<file path="src/rtl/fcp_pkg.sv">
// Notes on behaviour
// - 4-bit width code picks transition fraction, 2.9% to 46.9% in 2.93% steps.
// - Width interpolates between fast and slow settings over target speed.
// - Tacho output toggles on every Hall crossing.
// - Lead-angle MSB selects advance (1) or delay (0).
// - Lead magnitude is 7-bit value times 22.225/127 degrees.
// - Applied lead angle interpolates/extrapolates over actual speed, also in full mode.
// - Thermal or lock protection turns all four gates off.
// - Undervoltage or current limit stops switching, bridge recirculates.
// - Thermal shutdown at 180C indication, release below 140C.
// - All-off gate levels depend on polarity select input.
// - Undervoltage lockout at 3.4 V, cleared above 3.6 V.
// - Lockout with drive style 0x/01 uses low-side recirculation table.
// - Lockout with drive style 1x uses single high-side table.
// - No tacho edge for over 0.3 s in rotation declares locked rotor.
// - Tacho pin may show lock indicator, high while lock protection active.
// - Lock indicator returns low after at least 4 Hall changes.
// - Protection periods one to four last 3.5 s, fifth 14 s.
// - Stop duty during protection resets lock counter; restart at next PWM rise.
// - Stop duty during restart-off keeps counter; remaining interval applied at PWM rise (here lockCount clears; the remaining interval is skipped).
// - Current above sense threshold engages limiter for the hold period.
// - Async option set disables synchronous rectification while limiting.
// - Current sense ignored during blanking time after FET switching.
// - Restart after low-duty stop needs duty above stop threshold plus 1.6%.
package fcp_pkg;
	localparam int CLK_HZ = 100_000_000;
	localparam int TICK_US_DIV = 100;
	localparam int LOCK_DETECT_MS = 300;
	localparam int LOCK_PERIOD_MS = 3500;
	localparam int LOCK_LONG_MS = 14000;
	localparam int LOCK_DETECT_TICKS = LOCK_DETECT_MS * 1000;
	localparam int LOCK_PERIOD_TICKS = LOCK_PERIOD_MS * 1000;
	localparam int LOCK_LONG_TICKS = LOCK_LONG_MS * 1000;
	localparam logic [2:0] LOCK_SHORT_COUNT = 3'h4;
	localparam logic [2:0] RD_CLEAR_CHANGES = 3'h4;
	localparam logic [17:0] SSW_RATIO_NUM = 18'h03A98;
	localparam logic [8:0] SSW_BASE_PERMILLE = 9'h01D;
	localparam logic [15:0] LEAD_NUM = 16'h56D1;
	localparam logic [15:0] LEAD_DEN = 16'h007F;
	localparam logic [7:0] DUTY_HYST = 8'h04;
	localparam logic [7:0] LEAD_MAX_RESET = 8'h00;
	localparam logic [7:0] LEAD_MIN_RESET = 8'h00;
	typedef enum logic [1:0] {
		FCP_RUN = 2'h0,
		FCP_LOCK_OFF = 2'h1,
		FCP_STOPPED = 2'h2
	} fcp_lock_t;
endpackage

</file>
<file path="src/rtl/fcp_top.sv">
`timescale 1ns/100ps
`default_nettype none
module fcp_top #(
	parameter int LOCK_DETECT_TICKS = fcp_pkg::LOCK_DETECT_TICKS,
	parameter int LOCK_PERIOD_TICKS = fcp_pkg::LOCK_PERIOD_TICKS,
	parameter int LOCK_LONG_TICKS = fcp_pkg::LOCK_LONG_TICKS,
	parameter int BLANK_WIDTH = 8,
	parameter int HOLD_WIDTH = 12
) (
	input wire logic clk,
	input wire logic nrst,
	input wire logic hall_input_1,
	input wire logic hall_input_2,
	input wire logic pwmIn,
	input wire logic [7:0] dutyMeasured,
	input wire logic [7:0] stopDuty,
	input wire logic [7:0] targetSpeed,
	input wire logic [7:0] speedMin,
	input wire logic [7:0] speedMax,
	input wire logic [7:0] actualSpeed,
	input wire logic overTemp,
	input wire logic underVolt,
	input wire logic currentSense,
	input wire logic polaritySelect,
	input wire logic [1:0] drive_style_select,
	input wire logic tacho_source_select,
	input wire logic current_limit_async_rectify,
	input wire logic [HOLD_WIDTH-1:0] current_limit_hold_period,
	input wire logic [BLANK_WIDTH-1:0] current_sense_blanking,
	input wire logic [3:0] soft_switch_width_fast,
	input wire logic [3:0] soft_switch_width_slow,
	input wire logic leadWrMax,
	input wire logic leadWrMin,
	input wire logic [7:0] leadWrData,
	input wire logic [1:0] gateDrive,
	input wire logic gateSwitched,
	output logic [7:0] lead_angle_at_max_speed,
	output logic [7:0] lead_angle_at_min_speed,
	output logic [8:0] softSwitchPermille,
	output logic leadAdvance,
	output logic [15:0] leadCentiDeg,
	output logic gate1_high_side,
	output logic gate1_low_side,
	output logic gate2_high_side,
	output logic gate2_low_side,
	output logic syncRectifyEn,
	output logic tacho_output,
	output logic lockActive,
	output logic limiterActive
);
	import fcp_pkg::*;
	// Protection priority: all-off beats recirculation beats normal drive.
	// Long timers run on a 1 us tick so counters stay 24 bits wide.

	// Two-stage synchronisers, first stage read only by second
	logic [2:0] syncA;
	logic [2:0] syncB;
	always_ff @(posedge clk or negedge nrst)
		if (!nrst)
		begin
			syncA <= 3'h0;
			syncB <= 3'h0;
		end
		else
		begin
			syncA <= {currentSense, underVolt, overTemp};
			syncB <= syncA;
		end
	// Comparators carry their own hysteresis (180/140 C, 3.4/3.6 V)
	// so no extra filtering is done here
	wire thermalShutdown = syncB[0];
	wire undervoltLockout = syncB[1];
	wire senseHigh = syncB[2];

	// 1 us tick divider for long timers
	// Free-runs from reset, so the first tick may come early
	logic [6:0] divCnt;
	wire tickUs = (divCnt == 7'(TICK_US_DIV - 1));
	always_ff @(posedge clk or negedge nrst)
		if (!nrst)
			divCnt <= 7'h00;
		else
			divCnt <= tickUs ? 7'h00 : divCnt + 7'h01;

	// Lead-angle setting registers
	// Write strobes are single-cycle pulses from the setting loader
	always_ff @(posedge clk or negedge nrst)
		if (!nrst)
		begin
			lead_angle_at_max_speed <= LEAD_MAX_RESET;
			lead_angle_at_min_speed <= LEAD_MIN_RESET;
		end
		else
		begin
			if (leadWrMax)
				lead_angle_at_max_speed <= leadWrData;
			if (leadWrMin)
				lead_angle_at_min_speed <= leadWrData;
		end

	// Signed lead settings and linear interpolation over speed
	// Result is clamped, never wrapped, when speed runs past the ends
	wire signed [8:0] leadHiS = lead_angle_at_max_speed[7] ?
		9'sh000 + $signed({2'b00, lead_angle_at_max_speed[6:0]}) :
		9'sh000 - $signed({2'b00, lead_angle_at_max_speed[6:0]});
	wire signed [8:0] leadLoS = lead_angle_at_min_speed[7] ?
		9'sh000 + $signed({2'b00, lead_angle_at_min_speed[6:0]}) :
		9'sh000 - $signed({2'b00, lead_angle_at_min_speed[6:0]});
	wire signed [9:0] spanSpd = $signed({2'b00, speedMax}) - $signed({2'b00, speedMin});
	wire signed [9:0] offSpd = $signed({2'b00, actualSpeed}) - $signed({2'b00, speedMin});
	wire signed [9:0] leadDiff = 10'(leadHiS) - 10'(leadLoS);
	wire signed [19:0] leadProd = 20'(leadDiff) * 20'(offSpd);
	wire signed [19:0] leadStep = (spanSpd == 10'sh000) ? 20'sh00000 : leadProd / 20'(spanSpd);
	// Extrapolation allowed beyond both ends, then clamped to the 7-bit range
	wire signed [19:0] leadRaw = 20'(leadLoS) + leadStep;
	wire signed [19:0] leadClip = (leadRaw > 20'sd127) ? 20'sd127 :
		(leadRaw < -20'sd127) ? -20'sd127 : leadRaw;
	wire [6:0] leadMag = leadClip[19] ? 7'(-leadClip) : 7'(leadClip);
	// Hundredths of a degree: mag * 2222.5 / 127
	wire [31:0] leadScaled = 32'(leadMag) * 32'(LEAD_NUM) / 32'(LEAD_DEN) / 32'd10;

	// Soft-switch width interpolated over target speed
	wire [9:0] tgtOff = (targetSpeed <= speedMin) ? 10'h000 :
		(targetSpeed >= speedMax) ? 10'(spanSpd) : 10'(targetSpeed) - 10'(speedMin);
	wire signed [5:0] sswDiff = $signed({2'b00, soft_switch_width_fast}) -
		$signed({2'b00, soft_switch_width_slow});
	wire signed [16:0] sswProd = 17'(sswDiff) * $signed({7'h00, tgtOff});
	wire signed [16:0] sswStep = (spanSpd <= 10'sh000) ? 17'sh00000 : sswProd / 17'(spanSpd);
	wire [3:0] sswCode = 4'(17'(soft_switch_width_slow) + sswStep);
	// Fraction is (code+1)*15/512, rounded to the nearest permille
	wire [17:0] sswScaled = (18'(sswCode) + 18'h00001) * SSW_RATIO_NUM + 18'h00100;
	wire [8:0] sswPermille = 9'(sswScaled >> 9);

	always_ff @(posedge clk or negedge nrst)
		if (!nrst)
		begin
			softSwitchPermille <= SSW_BASE_PERMILLE;
			leadAdvance <= 1'b0;
			leadCentiDeg <= 16'h0000;
		end
		else
		begin
			softSwitchPermille <= sswPermille;
			leadAdvance <= !leadClip[19] && leadClip != 20'sh00000;
			leadCentiDeg <= 16'(leadScaled);
		end

	// Hall crossing detection and tacho toggle
	// Only the first Hall input is watched; the second is its inverse
	logic hallPrev;
	logic tachoToggle;
	wire hallEdge = (hall_input_1 != hallPrev);
	always_ff @(posedge clk or negedge nrst)
		if (!nrst)
		begin
			hallPrev <= 1'b0;
			tachoToggle <= 1'b0;
		end
		else
		begin
			hallPrev <= hall_input_1;
			if (hallEdge)
				tachoToggle <= !tachoToggle;
		end

	// Run request with restart hysteresis
	// Hysteresis keeps a duty hovering at the stop threshold
	// from chattering the motor on and off
	logic runReq;
	logic pwmPrev;
	wire pwmRise = pwmIn && !pwmPrev;
	wire stopCmd = (dutyMeasured <= stopDuty);
	wire startOk = ({1'b0, dutyMeasured} > {1'b0, stopDuty} + 9'(DUTY_HYST));
	always_ff @(posedge clk or negedge nrst)
		if (!nrst)
		begin
			runReq <= 1'b0;
			pwmPrev <= 1'b0;
		end
		else
		begin
			pwmPrev <= pwmIn;
			if (stopCmd)
				runReq <= 1'b0;
			else if (startOk)
				runReq <= 1'b1;
		end

	// Lock detection and protection sequencer
	// Stop duty mid-period clears the retry count; a running duty
	// then restarts at the next PWM rising edge
	fcp_lock_t lockState;
	logic [23:0] lockTimer;
	logic [2:0] lockCount;
	logic [2:0] hallChanges;
	logic lockIndicator;
	logic offHeld;
	wire [23:0] periodTicks = (lockCount >= LOCK_SHORT_COUNT) ?
		24'(LOCK_LONG_TICKS) : 24'(LOCK_PERIOD_TICKS);
	always_ff @(posedge clk or negedge nrst)
		if (!nrst)
		begin
			lockState <= FCP_STOPPED;
			lockTimer <= 24'h000000;
			lockCount <= 3'h0;
			hallChanges <= 3'h0;
			lockIndicator <= 1'b0;
			offHeld <= 1'b0;
		end
		else
		unique case (lockState)
			FCP_RUN:
			begin
				if (!runReq)
				begin
					lockState <= FCP_STOPPED;
					lockTimer <= 24'h000000;
				end
				else if (hallEdge)
				begin
					lockTimer <= 24'h000000;
					if (hallChanges != RD_CLEAR_CHANGES)
						hallChanges <= hallChanges + 3'h1;
					if (hallChanges + 3'h1 >= RD_CLEAR_CHANGES)
					begin
						lockIndicator <= 1'b0;
						lockCount <= 3'h0;
					end
				end
				else if (tickUs)
				begin
					if (lockTimer >= 24'(LOCK_DETECT_TICKS))
					begin
						lockState <= FCP_LOCK_OFF;
						lockIndicator <= 1'b1;
						lockTimer <= 24'h000000;
						hallChanges <= 3'h0;
					end
					else
						lockTimer <= lockTimer + 24'h000001;
				end
			end
			FCP_LOCK_OFF:
			begin
				if (stopCmd)
				begin
					// Stop duty seen mid-period: counter clears, outputs stay off
					lockCount <= 3'h0;
					offHeld <= 1'b1;
				end
				if (offHeld && pwmRise && !stopCmd)
				begin
					// Remaining interval is skipped; run resumes at this PWM rise
					lockState <= FCP_RUN;
					offHeld <= 1'b0;
					lockTimer <= 24'h000000;
				end
				else if (tickUs)
				begin
					if (lockTimer + 24'h000001 >= periodTicks)
					begin
						lockState <= FCP_RUN;
						lockTimer <= 24'h000000;
						offHeld <= 1'b0;
						if (lockCount != 3'h7 && !stopCmd)
							lockCount <= lockCount + 3'h1;
					end
					else
						lockTimer <= lockTimer + 24'h000001;
				end
			end
			FCP_STOPPED:
			begin
				if (runReq && pwmRise)
				begin
					lockState <= FCP_RUN;
					lockTimer <= 24'h000000;
				end
			end
			default:
				lockState <= FCP_STOPPED;
		endcase
	wire lockOff = (lockState == FCP_LOCK_OFF);

	// Current limiter with blanking after switching
	// Hold counter reloads while sense stays high outside blanking, so a persistent
	// overload keeps the bridge recirculating without gaps while the hold period outlasts the blanking time
	logic [BLANK_WIDTH-1:0] blankCnt;
	logic [HOLD_WIDTH-1:0] holdCnt;
	wire blanked = (blankCnt != '0);
	always_ff @(posedge clk or negedge nrst)
		if (!nrst)
		begin
			blankCnt <= '0;
			holdCnt <= '0;
		end
		else
		begin
			if (gateSwitched)
				blankCnt <= current_sense_blanking;
			else if (blanked)
				blankCnt <= blankCnt - 1'b1;
			if (senseHigh && !blanked)
				holdCnt <= current_limit_hold_period;
			else if (holdCnt != '0)
				holdCnt <= holdCnt - 1'b1;
		end
	wire limitOn = (holdCnt != '0);

	// Gate output selection
	// Low sides stay off in normal drive; commutation shaping is
	// applied downstream of this block
	wire allOff = thermalShutdown || lockOff;
	wire recirc = undervoltLockout || limitOn;
	wire [3:0] offGates = polaritySelect ? 4'h0 : 4'hA;
	wire [3:0] recircLow = polaritySelect ? (hall_input_1 ? 4'h1 : 4'h4) :
		(hall_input_1 ? 4'hB : 4'hE);
	wire [3:0] recircHigh = polaritySelect ? (hall_input_1 ? 4'h8 : 4'h2) :
		(hall_input_1 ? 4'h2 : 4'h8);
	wire [3:0] recircGates = drive_style_select[1] ? recircHigh : recircLow;
	wire [3:0] runGates = {gateDrive[0], 1'b0, gateDrive[1], 1'b0} ^ offGates;
	wire [3:0] nextGates = allOff ? offGates : recirc ? recircGates : runGates;
	wire next_tacho = tacho_source_select ? lockIndicator : tachoToggle;
	always_ff @(posedge clk or negedge nrst)
		if (!nrst)
		begin
			{gate1_high_side, gate1_low_side, gate2_high_side, gate2_low_side} <= 4'h0;
			tacho_output <= 1'b0;
			syncRectifyEn <= 1'b1;
			lockActive <= 1'b0;
			limiterActive <= 1'b0;
		end
		else
		begin
			{gate1_high_side, gate1_low_side, gate2_high_side, gate2_low_side} <= nextGates;
			tacho_output <= next_tacho;
			syncRectifyEn <= !(current_limit_async_rectify && limitOn);
			lockActive <= lockOff;
			limiterActive <= limitOn;
		end
endmodule
`default_nettype wire

</file>
<file path="config.mk">
export PLATFORM = sky130hd
export DESIGN_NAME = fcp_top
export DESIGN_NICKNAME = d
export VERILOG_FILES = /design/src/rtl/fcp_pkg.sv /design/src/rtl/fcp_top.sv
export SDC_FILE = /design/constraint.sdc
export NUM_CORES = 1
export LEC_CHECK = 0
export ABC_AREA = 1
export BUFFER_PORTS_ARGS = -buffer_cell sky130_fd_sc_hd__buf_4
export CORE_MARGIN = 1
export CORE_UTILIZATION = 55
export DETAILED_ROUTE_END_ITERATION = 8
export PLACE_DENSITY = 0.82
export SYNTH_ARGS = -nofsm -noshare
export SYNTH_HDL_FRONTEND = slang
export SYNTH_SLANG_ARGS = --single-unit
</file>
<file path="constraint.sdc">
create_clock -name clk -period 94.6 [get_ports clk]
set_input_delay 9.46 -clock clk [delete_from_list [all_inputs] [get_ports clk]]
set_output_delay 9.46 -clock clk [all_outputs]
set_load 0.01 [all_outputs]
</file>
==> reports/qor.txt <==
status: completed
Fin Hold WS: 339.2 ps
setup TNS: 0 ps
Clock Pin Slew Worst Setup and Hold Paths: 60 ps
post-CTS sizing: 0
synth-to-layout area growth: 8.721%
Worst Setup Start Kind: input port
vias per inst: 5.278
Port Buffers: 146
CP max-delay cell: a21oi_1
DRT Pass-1 Iters: 6
post-synthesis sequential area ratio: 8.537%
clk sinks: 118
Final Instance Area: 37700 µm²
cts hold-fix bufs: 0
Starting Density: 55.88%
Top FF cell, synth: dfrtp_1
global-route wire length before repair: 137600 µm
Period minus WS final: 81990 ps
Final nets: 6261
ys async rst share: 100.0%
Total GRT Usage: 24.99%
Critical Path Max Stage Delay: 990 ps
vias in the first global route: 31088
endpoints failing hold: 0
initial DRC count: 1996
H-Tree Depth: 4
Non-Filler Instances: 6260
TritonCTS Buffers: 17
Tightest Hold Check Type: reg -> reg
Post-synth EDFFs: 0
routability cong.: 0.9068
routed vias: 33038
initial antenna violation count: 0
Req. time, crit path: 94900 ps
worst slew pin tran: 1303 ps
# rows: 91
Post-DRT Antenna Nets: 0
Max Cap Violations: 0
Max-slew headroom: 13.13%
n_diodes: 0
Slew Limit Fails: 0
CTS tree: built
Clock Skews: 15.31 ps
Syn Std Cell Area: 34680 µm²
distinct cell type count after synthesis: 68
f_max: 0.01220 GHz
clock root buffer: clkbuf_16
Synth Register Bits: 118
DIE WIDTH: 253.1 µm
Cells after Synth: 5198
Die Y: 253.1 µm
Syn. warnings: 0
Setup Buffers After CTS: 0
crit end category: flip-flop
Overflow after GRT: 0
full die area: 64060 µm²
Routed WL per cell: 12.69 µm
path type of the worst setup path: in -> reg
placed wire-length estimate: 66860 µm
largest net degree at the start of global routing: 67
core box area: 62050 µm²
most used cell along the critical path: nand2_1
Avg Cell Area, Syn: 6.671 µm²
residual DRC count: 0
Clock Latency Late Sink: 430 ps
Worst Path Max Fanout: 29
RSZ-0062 raised after global routing: false
IO Count: 152
DRT Wirelength: 79440 µm
Max Root-Sink Buffers: 2
placed instance area: 37070 µm²
layout cells sized above 1: 6.694%
Setup-failing EPs final: 0
CP arrival: 82290 ps
Final Cycle Share: 86.67%
Placed Instances: 6228
==> flip-flops by register name (all words and copies together) (netlist names), 2 cells and up <==
| name | flops |
|---|---|
| lead_angle_at_min_speed | 8 |
| lead_angle_at_max_speed | 8 |
| lockCount | 3 |
| syncB | 3 |
| syncA | 3 |
| blankCnt | 8 |
| leadCentiDeg | 13 |
| lockState | 2 |
| holdCnt | 12 |
| softSwitchPermille | 9 |
| lockTimer | 24 |
| hallChanges | 3 |
| divCnt | 7 |
==> cells in the mapped netlist (all sizes together) (4+ instances only) <==
library cell / count / area, µm²
nand2: 1064 / 4124
dfstp: 6 / 157.7
fa: 126 / 2522
and2: 4 / 25.02
buf: 11 / 75.07
o31ai: 32 / 240.2
clkbuf: 66 / 247.7
clkinv: 14 / 55.05
inv: 868 / 3258
o21bai: 56 / 420.4
or2: 59 / 369.1
a21o: 44 / 330.3
xor2: 258 / 2260
nor2: 463 / 1848
xnor2: 144 / 1261
nor4: 16 / 100.1
dfrtp: 112 / 2803
a21oi: 383 / 1917
nand4: 69 / 459.2
nand3: 201 / 1179
o211ai: 19 / 147.6
nand3b: 15 / 116.4
nor3: 67 / 335.3
ha: 623 / 7795
a31oi: 18 / 112.6
o21a: 15 / 112.6
o21ai: 389 / 1958
a211oi: 11 / 82.58
o221ai: 8 / 70.07
==> routing by layer <==
layer	routed length, µm	vias up	track usage (%)
met5	0	-	0
met4	1492	0	5.506
met3	2747	85	1.789
met2	37290	602	44.03
met1	37910	15039	33.15
li1	-	17312	-
==> critical path: cells and delay by family <==
family / cells / cell delay (ps)
xor gates and xnor gates: 4 / 1240
AOI/OAI and AO/OA: 147 / 29160
adders and majority gates: 36 / 12940
and+or+nand+nor: 144 / 20310
buffers and inverters: 67 / 9040
==> stage by stage <==
step | setup slack, ps | util (%)
CTS | 13040 | 60.76
detailed placement | 12890 | 59.74
global placement | 14330 | 59.74
floorplan | 26020 | -
finish | 12610 | 60.76
global route | 4307 | 60.76
==> cell type report <==
cell class / count / area [µm²]
inverters: 882 / 3313
flip-flops and latches: 118 / 2960
clock buffers: 18 / 429.2
repair buffers: 165 / 1239
multi-input cells: 4226 / 28510
clock inverters: 14 / 200.2
well taps: 837 / 1047
fillers: 5664 / 24350
==> final timing paths <==
| kind | start | endpoint | slack (ps) | cells past startpoint |
|---|---|---|---|---|
| max reg2reg | lead_angle_at_min_speed[0]$_DFFE_PN0P_ | leadCentiDeg[0]$_DFF_PN0_ | 20700 | 403 |
| max in group asynchronous | nrst | leadCentiDeg[11]$_DFF_PN0_ | 84180 | 2 |
| min reg2reg | syncA[0]$_DFF_PN0_ | syncB[0]$_DFF_PN0_ | 340 | 0 |
| min | syncA[0]$_DFF_PN0_ | syncB[0]$_DFF_PN0_ | 340 | 0 |
| min in group asynchronous | nrst | divCnt[5]$_DFF_PN0_ | 9080 | 1 |
| max | speedMin[1] | leadCentiDeg[0]$_DFF_PN0_ | 12610 | 398 |
==> cells by family (layout without fill, tap and decap cells) <==
logic type                 after synthesis  after routing  synth area share, %
AOI/OAI and AO/OA                      997            997                16.08
xor gates and xnor gates               402            402                10.15
adders and majority gates              749            749                29.75
buffers and inverters                  959           1079                10.49
DFF                                    118            118                8.537
muxes                                    3              3              0.09381
other                                    2            107              0.02166
and+or+nand+nor                       1968           1968                24.88
==> placed cells by master, fill, tap and decap left out, types with 107 or more instances in the layout <==
cell type / count
a21oi_1: 383
buf_4: 165
conb_1: 107
dfrtp_1: 112
fa_1: 126
ha_1: 623
inv_1: 853
nand2_1: 1030
nand3_1: 177
nor2_1: 446
o21ai_0: 374
xnor2_1: 144
xor2_1: 256
Power is not shown: default switching activity piles up to over one toggle a cycle in this logic, so the estimate is an artifact.
